### src/logic/btc_pkg.sv
// Constants for the byte timer control block
// Functional notes
// RULE_01: Control bit 7 starts or stops the counter, reads back the run state, and is 0 after reset.
// RULE_02: Control bit 6 picks repeating modulo-N (0, default) or single pass (1).
// RULE_03: Control bit 5 reads 1 after a time-out; writing 1 clears it, writing 0 leaves it.
// RULE_04: Control bits 4:3 pick the count clock: system clock, /2, /4 or /8, default 00.
// RULE_05: Control bit 2 at 0 (default) blocks the capture interrupt request.
// RULE_06: Control bit 2 at 1 lets the capture event raise its interrupt request.
// RULE_07: The high level hold register is a full read/write byte.
// RULE_08: The low level hold register is a full read/write byte.
// RULE_09: The wide timer low hold byte is a full read/write byte.
// RULE_10: Edge detection takes its input from port3_bit1 or port2_bit0.
// RULE_11: The time-out flag is set each time the counter reaches terminal count.
// RULE_12: Modulo-N reloads from the hold registers and runs on; single pass stops and clears run. The count reloads from the low level hold register only.
package btc_pkg;
  // ==========================================================
  // Register map (byte addresses)
  localparam logic [7:0] BTC_OFF_CTRL   = 8'h00;
  localparam logic [7:0] BTC_OFF_LOW    = 8'h04;
  localparam logic [7:0] BTC_OFF_HIGH   = 8'h05;
  localparam logic [7:0] BTC_OFF_WLOW   = 8'h06;
  localparam logic [7:0] BTC_OFF_STATUS = 8'h08;
  localparam logic [7:0] BTC_OFF_MASK   = 8'h0C;
  localparam logic [7:0] BTC_OFF_CFG    = 8'h10;
  localparam logic [7:0] BTC_OFF_COUNT  = 8'h14;
  // ==========================================================
  // Control field positions
  localparam int BTC_BIT_RUN  = 7;
  localparam int BTC_BIT_ONE  = 6;
  localparam int BTC_BIT_TO   = 5;
  localparam int BTC_BIT_PSH  = 4;
  localparam int BTC_BIT_PSL  = 3;
  localparam int BTC_BIT_CAPM = 2;
  // Status / mask bits
  localparam int BTC_EV_TO  = 0;
  localparam int BTC_EV_CAP = 1;
  // ==========================================================
  // Reset values
  localparam logic [7:0] BTC_RST_BYTE = 8'h00;
  localparam logic [1:0] BTC_RST_EV   = 2'h0;
  localparam logic [2:0] BTC_RST_DIV  = 3'h0;
endpackage

### src/logic/btc_top.sv
// Byte timer control, hold registers and Wishbone slave
//
// Implementation choice: the Wishbone interface to the registers.
`timescale 1ns/1ps
module btc_top
  import btc_pkg::*;
(
  input  wire logic       clk_i,       // 40 MHz clock
  input  wire logic       rst_i,       // Sync reset, high
  input  wire logic       cyc_i,       // Wishbone cycle
  input  wire logic       stb_i,       // Wishbone strobe
  input  wire logic       we_i,        // Write enable
  input  wire logic [7:0] adr_i,       // Byte address
  input  wire logic [3:0] sel_i,       // Byte selects
  input  wire logic [31:0] dat_i,      // Write data
  output logic      [31:0] dat_o,      // Read data
  output logic            ack_o,       // Acknowledge
  input  wire logic       port3_bit1_i, // Edge source pin A
  input  wire logic       port2_bit0_i, // Edge source pin B
  output logic            cap_irq_o,   // Capture interrupt request
  output logic            irq_o        // Summary interrupt
);
  // ==========================================================
  // Registers
  logic [7:0] ctrl;
  logic [7:0] high_level_byte;
  logic [7:0] low_level_byte;
  logic [7:0] wide_low_byte;
  logic [1:0] status;
  logic [1:0] mask;
  logic       edge_src;
  logic [7:0] count;
  logic [2:0] div;
  logic [1:0] pin_a_sync;
  logic [1:0] pin_b_sync;
  logic       pin_last;

  // ==========================================================
  // Bus decode
  wire req     = cyc_i & stb_i & ~ack_o;
  wire wr      = req & we_i & sel_i[0];
  wire hit_ctl = (adr_i == BTC_OFF_CTRL);
  wire hit_low = (adr_i == BTC_OFF_LOW);
  wire hit_hi  = (adr_i == BTC_OFF_HIGH);
  wire hit_wl  = (adr_i == BTC_OFF_WLOW);
  wire hit_st  = (adr_i == BTC_OFF_STATUS);
  wire hit_mk  = (adr_i == BTC_OFF_MASK);
  wire hit_cf  = (adr_i == BTC_OFF_CFG);
  wire hit_cn  = (adr_i == BTC_OFF_COUNT);
  wire [7:0] wd = dat_i[7:0];

  // ==========================================================
  // Prescaler and counter
  wire [1:0] psel = ctrl[BTC_BIT_PSH:BTC_BIT_PSL];
  wire tick = (psel == 2'd0) ? 1'b1 :                         // RULE_04
              (psel == 2'd1) ? (div[0] == 1'b1) :
              (psel == 2'd2) ? (div[1:0] == 2'b11) : (div == 3'b111);
  wire running  = ctrl[BTC_BIT_RUN];
  wire step     = running & tick;
  wire terminal = step & (count == 8'h00);                      // RULE_11

  // Edge detection on the selected pin
  wire pin_sel  = edge_src ? pin_b_sync[1] : pin_a_sync[1];     // RULE_10
  wire cap_ev   = pin_sel & ~pin_last;

  // ==========================================================
  // Next control value
  logic [7:0] next_ctrl;
  always_comb begin
    next_ctrl = ctrl;
    if (wr && hit_ctl) begin
      next_ctrl[BTC_BIT_RUN]                = wd[BTC_BIT_RUN];                 // RULE_01
      next_ctrl[BTC_BIT_ONE]                = wd[BTC_BIT_ONE];                 // RULE_02
      next_ctrl[BTC_BIT_PSH:BTC_BIT_PSL]    = wd[BTC_BIT_PSH:BTC_BIT_PSL];
      next_ctrl[BTC_BIT_CAPM]               = wd[BTC_BIT_CAPM];
      if (wd[BTC_BIT_TO]) begin
        next_ctrl[BTC_BIT_TO] = 1'b0;                                          // RULE_03
      end
    end
    if (terminal) begin
      next_ctrl[BTC_BIT_TO] = 1'b1;                                            // RULE_11
      if (ctrl[BTC_BIT_ONE]) begin
        next_ctrl[BTC_BIT_RUN] = 1'b0;                                         // RULE_12
      end
    end
    next_ctrl[1:0] = 2'b00;
  end

  logic [1:0] next_status;
  always_comb begin
    next_status = status;
    if (wr && hit_st) begin
      next_status = status & ~wd[1:0];
    end
    if (terminal) begin
      next_status[BTC_EV_TO] = 1'b1;
    end
    if (cap_ev && ctrl[BTC_BIT_CAPM]) begin                     // RULE_05 RULE_06
      next_status[BTC_EV_CAP] = 1'b1;
    end
  end

  wire start = wr & hit_ctl & wd[BTC_BIT_RUN] & ~running;
  wire [7:0] next_count = (start | terminal) ? low_level_byte :   // RULE_12
                          step ? count - 8'd1 : count;

  // ==========================================================
  // Read mux
  wire [7:0] rd = hit_ctl ? ctrl :
                  hit_low ? low_level_byte :
                  hit_hi  ? high_level_byte :
                  hit_wl  ? wide_low_byte :
                  hit_st  ? {6'h00, status} :
                  hit_mk  ? {6'h00, mask} :
                  hit_cf  ? {7'h00, edge_src} :
                  hit_cn  ? count : 8'h00;

  // ==========================================================
  // State
  always_ff @(posedge clk_i) begin
    if (rst_i) begin
      ctrl <= BTC_RST_BYTE;
      status <= BTC_RST_EV;
      count <= BTC_RST_BYTE;
      div <= BTC_RST_DIV;
      pin_a_sync <= 2'b00;
      pin_b_sync <= 2'b00;
      pin_last <= 1'b0;
    end else begin
      ctrl <= next_ctrl;
      status <= next_status;
      count <= next_count;
      div <= div + 3'd1;
      pin_a_sync <= {pin_a_sync[0], port3_bit1_i};
      pin_b_sync <= {pin_b_sync[0], port2_bit0_i};
      pin_last <= pin_sel;
    end
  end

  always_ff @(posedge clk_i) begin
    if (rst_i) begin
      high_level_byte <= BTC_RST_BYTE;
      low_level_byte <= BTC_RST_BYTE;
      wide_low_byte <= BTC_RST_BYTE;
      mask <= BTC_RST_EV;
      edge_src <= 1'b0;
    end else if (wr) begin
      if (hit_hi) begin
        high_level_byte <= wd;                                  // RULE_07
      end else if (hit_low) begin
        low_level_byte <= wd;                                   // RULE_08
      end else if (hit_wl) begin
        wide_low_byte <= wd;                                    // RULE_09
      end else if (hit_mk) begin
        mask <= wd[1:0];
      end else if (hit_cf) begin
        edge_src <= wd[0];                                      // RULE_10
      end
    end
  end

  always_ff @(posedge clk_i) begin
    if (rst_i) begin
      ack_o <= 1'b0;
      dat_o <= 32'h0000_0000;
      irq_o <= 1'b0;
      cap_irq_o <= 1'b0;
    end else begin
      ack_o <= req;
      dat_o <= {24'h00_0000, rd};
      irq_o <= |(next_status & mask);
      cap_irq_o <= next_status[BTC_EV_CAP] & next_ctrl[BTC_BIT_CAPM]; // RULE_05 RULE_06
    end
  end
endmodule

### config.mk
export PLATFORM = sky130hd
export DESIGN_NAME = btc_top
export DESIGN_NICKNAME = d
export VERILOG_FILES = /design/src/logic/btc_pkg.sv /design/src/logic/btc_top.sv
export SDC_FILE = /design/constraint.sdc
export NUM_CORES = 1
export LEC_CHECK = 0
export ABC_AREA = 1
export BUFFER_PORTS_ARGS = -buffer_cell sky130_fd_sc_hd__buf_4
export CORE_UTILIZATION = 55
export DETAILED_ROUTE_END_ITERATION = 10
export GPL_ROUTABILITY_DRIVEN = 0
export GPL_TIMING_DRIVEN = 1
export PLACE_DENSITY = 0.86
export SLEW_MARGIN = 10
export SYNTH_ARGS = -nofsm -noshare
export SYNTH_HDL_FRONTEND = slang
export SYNTH_SLANG_ARGS = --single-unit
### constraint.sdc
create_clock -name clk_i -period 3.4 [get_ports clk_i]
set_input_delay 0.17 -clock clk_i [delete_from_list [all_inputs] [get_ports clk_i]]
set_output_delay 0.17 -clock clk_i [all_outputs]
set_load 0.01 [all_outputs]
======== After elaboration in Yosys (flattened, before gate mapping) ========
Cells that the tools add are included.
word-level totals
  word-level logic and storage cells ...... 93
  memory bits (writable) .................. 0
  output and inout bits ................... 35
  latch bits .............................. 0
  bits in registers ....................... 88
  bits in read-only memories .............. 0
  bits of input ports ..................... 51
  memories kept ........................... 0
cells by class
  magnitude comparators ................... 0
  $mul .................................... 0
  shift-type cells ........................ 0
  reduce and logical (&&, ||, !) cells .... 16
  bitwise gates (word level) .............. 22
  div/mod/pow operators ................... 0
  add/sub/neg operators ................... 2
  eq/ne operators ......................... 11
  mux-type cells .......................... 22
operators with widths
  operator             count
  $mux 8               10
  $eq 8x3->1 const B   3
  $eq 8x4->1 const B   2
  $eq 8x5->1 const B   2
  $logic_not 8->1      2
  $and 1x1->1          11
  $mux 1               10
  $sub 8x1->8 const B  1
  $not 1->1            7
  $mux 6               1
  $reduce_and 6->1     1
  $reduce_bool 2->1    3
  $reduce_and 5->1     1
  $and 2x2->2          2
  $eq 2x2->1 const B   2
  $reduce_and 2->1     2
  $reduce_and 4->1     1
  $add 3x1->3 const B  1
  $eq 3x3->1 const B   1
  $logic_and 1x1->1    3
  $reduce_and 3->1     1
  $eq 2x1->1 const B   1
  $logic_not 2->1      1
  $mux 2               1
  other kinds (3)      3

======== Depth between registers and ports, before layout ========
  depth after elaboration ................. 9
  depth in mapped cells ................... 13
  mapped depth without buffers ............ 12

======== Least setup slack after synthesis ========
No wires, ideal clock.
  kind .................................... register to register
  start ................................... register div[0]
  end ..................................... register count[3]
  path buffers ............................ 1
  period minus slack after synthesis ...... 1.587 ns
  path slack .............................. 1.813 ns
  arrival time ............................ 1.479 ns
  required time ........................... 3.291 ns
  library setup time ...................... 0.109 ns
  cell stages (with the launch flop) ...... 14
  cell sequence ........................... dfxtp_1 -> ha_1 -> ha_1 -> nand2_1 -> inv_1 -> nor2_1 -> nor2_1 -> inv_1 -> nand2_2 -> buf_6 -> o21ai_1 -> clkinv_1 -> nand2_1 -> inv_1
on the way
  word-level cells in the longest chain between the ends .. 8
  elaborated cells on any way between the ends .. 10
  those cells by class .................... eq/ne (2); mux (4); bitwise (3); reduce/logical (1)
RTL lines
  element                                      line            RTL
  start: declaration                           btc_top.sv:33   logic [2:0] div;
  start signal: assignment                     btc_top.sv:133  div <= div + 3'd1;
  $eq 3x3->1 or $eq 2x2->1 (tied branches)     btc_top.sv:57   (psel == 2'd2) ? (div[1:0] == 2'b11) : (div == 3'b111);
  $mux 1                                       btc_top.sv:57
  $mux 1 (*)                                   btc_top.sv:56   (psel == 2'd1) ? (div[0] == 1'b1) :
  $mux 1 (*)                                   btc_top.sv:55   wire tick = (psel == 2'd0) ? 1'b1 :
  $and 1x1->1 (*)                              btc_top.sv:59   wire step = running & tick;
  $and 1x1->1                                  btc_top.sv:60   wire terminal = step & (count == 8'h00);
  $or 1x1->1                                   btc_top.sv:104  wire [7:0] next_count = (start | terminal) ? low_level_byte :
  $mux 8 or $reduce_bool 2->1 (tied branches)  -
  end signal: assignment                       btc_top.sv:132  count <= next_count;
  end: declaration                             btc_top.sv:32   logic [7:0] count;
Mark *: on every way between the ends. The rest lies on a longest branch, timed or not.
A chain may end at the register's enable or synchronous reset.

======== Worst setup path in the final report ========
  start ................................... register div[0]
  end ..................................... register count[5]
The elaborated chain is that of the path after synthesis.

==> results_dict.tcl <==
set metrics [dict create \
    netlist_area_um2 3310 \
    post-route-period-util_pct 58.1 \
    powerDensity_nw_per_um2 400 \
    slew-limit-headroom_pct 37.7 \
    cp_data_required_time_ps 3690 \
    dieArea_um2 6330 \
    tightest_slew_ps 933 \
    coreArea_um2 5640 \
    finalClockSkew_ps 7.22 \
    numPortBuffers 34 \
    synth_top_area_share_pct 37.5 \
    hold_path_depth 3 \
    cts_tree "done" \
    place.detailed.hpwl_mm 5.18 \
    drive_gt1_share_pct 18.8 \
    dpl_cell_area_um2 3460 \
    drt_iter0_markers 258 \
    rsz0062_at_grt "no" \
    fin_crit_ps 1980 \
    grt_max_degree 34 \
    instances_no_fill 557 \
    clk_pin_slew_ps 70 \
    ys_async_sr_fraction_pct 0 \
    dieHeight_um 79.6 \
    root_buffer "clkbuf_8" \
    outcome "finished clean" \
    layout_commonest_cell "nand2_1" \
    synth_top_cell_by_area "dfxtp_1" \
    cts_made_buffers 9 \
    startpoint_type "flop" \
    leakagePower_nw 1.77 \
    hold_end "pin_b_sync[0]" \
    timing.rr.end "count[5]" \
    routed_via_density 5.34 \
    post_cts_buffers 0 \
    clk_latency_ps 340 \
    worstHoldStart "port2_bit0_i" \
    cts_resized 0 \
    maxCapViolations 0 \
    synth_seq_cells 62 \
    seq_area_frac_synth_pct 37.5 \
    fin_nets 536 \
    post_drt_wl_per_cell_um 13.3 \
    cts_hold_buf 0 \
    dr.pass1.iters 5 \
    crit_path_end_kind "flop" \
    ys_types 39 \
    grt_overflow_total 0 \
    arrival_ps 2270 \
    setup-violations-final 0 \
    grt_usage_pct 25.2 \
    reg2reg_slack_ps 1420 \
    antenna_found_initial 0 \
    dp.cells 542 \
    wl_mm 7.43 \
    diodes 0 \
    grt_pass1_wl_mm 12.1 \
    syn_to_final_growth_pct 10.4 \
    io_pins 86 \
    cts_buffer_depth 2 \
    r2r-start "div[0]" \
    fin_area_um2 3650 \
    finalSetupTns_ps 0 \
    drv_slew 0 \
    clkSinkCount 62 \
    drc_errors 0 \
    syn_avg_cell_area_um2 7.37 \
    synth_flop_cell "dfxtp_1" \
    max_freq_mhz 506 \
    crit_path_start "div[0]" \
    vias 2972 \
    ys_top_cells_by_area "dfxtp_1 (38%), nand2_1 (8.2%), nand3_1 (7.0%)" \
    yosysWarningCount 0 \
    ir_worst_vdd_uv 291 \
    syn_inst 449 \
    ant_nets 0 \
    path_class "reg -> reg" \
    hold_class "in -> reg" \
    finalHoldViolCount 0 \
    row_count 27 \
    crit_path_max_fanout 6 \
    r2r_cells 12 \
    htree_levels 3 \
    most-common-layout-cells "nand2_1 (72), dfxtp_1 (62), inv_1 (55)" \
    initial_utilization_pct 58.6 \
    grt_pass1_vias 2646 \
    die_w_um 79.6 \
    synth-edff-count 0 \
]
[kinds of logic (layout without fill, tap and decap cells)]
logic type	count (synthesis)	in the layout	synth area share (%)
adders and majority gates	4	4	1.51
muxes	1	1	0.303
other	1	24	0.113
AOI/OAI and AO/OA	74	74	12.8
and+or+nand+nor	206	206	31.3
buffers and inverters	98	111	15.7
DFF	62	62	37.5
xor gates and xnor gates	3	3	0.794
[worst max-delay path by stage]
stage	depth (start not counted)	end	slack, ps
2_1_floorplan	13	count[3]	1810
3_3_place_gp	12	count[3]	1540
3_5_place_dp	12	count[5]	1490
4_1_cts	12	count[5]	1470
5_1_grt	12	count[5]	1220
6_report	12	count[5]	1420
[area by class of cell]
type,count,area (um^2)
flip-flops and latches,62,1240
clock buffers,11,141
fillers,457,1990
multi-input cells,312,1640
well taps,72,90.1
repair buffers,34,255
clock inverters,4,47.5
inverters,62,241
[layer usage]
| layer | global-route usage [%] | vias up | share of wire [%] |
|---|---|---|---|
| met5 | 0 | - | 0 |
| met4 | 14.0 | 0 | 2.6 |
| met3 | 6.40 | 22 | 8.3 |
| met2 | 40.8 | 157 | 49 |
| met1 | 30.4 | 1338 | 40 |
| li1 | - | 1455 | - |
[stage by stage]
stage / total power [mW] / hold slack (ps) / util (%) / worst slack [ps]
5_1_grt: 1.51 / 28.0 / 64.7 / 1220
4_1_cts: 1.47 / 23.3 / 64.7 / 1470
2_1_floorplan: 0.825 / 277 / - / 1810
3_3_place_gp: 0.839 / 371 / 61.4 / 1540
3_5_place_dp: 0.843 / 380 / 61.4 / 1490
6_report: 1.46 / 28.6 / 64.7 / 1420
[registers in the layout (all words and copies together) (netlist names)]
signal	cells
ctrl	6
count	8
pin_last	1
status	2
low_level_byte	8
pin_b_sync	2
edge_src	1
wide_low_byte	8
pin_a_sync	2
high_level_byte	8
mask	2
div	3
irq_o	1
dat_o	8
ack_o	1
cap_irq_o	1
[worst max-delay path, stage by stage, from the launching register on]
cell,delay (ps)
dfxtp_1,360
ha_1,190
ha_1,160
nand2_1,50
inv_1,50
nor2_1,30
nor2_1,260
nand3_1,340
nand2_1,230
nand2_1,70
nand3_1,70
nand2_1,60
inv_1,40
[where the power goes]
group	internal, mW	switching, mW	total, mW
Sequential	0.732	0.00240	0.735
Clock	0.352	0.283	0.635
Combinational	0.0303	0.0623	0.0926
Total	1.11	0.347	1.46
[cell usage after synthesis (2+ instances only)]
cell type   n
ha_1        4
nand2_4     5
o21ai_1     6
buf_4      25
a21oi_1    28
inv_2       2
a211oi_1    2
nor2_4      3
dfxtp_1    62
o21ai_2     2
clkinv_1    2
nand4_1     3
nand3_2     2
buf_6       4
nor2_2      2
xor2_1      3
a21oi_2    10
nor3_4      3
nand2_1    72
clkbuf_1    4
nor3_1      6
nand3b_1    4
nand2_2     8
nor2_1     49
o21ai_0    25
inv_1      55
nand3_1    46
Power figures use the tool's default switching activity.
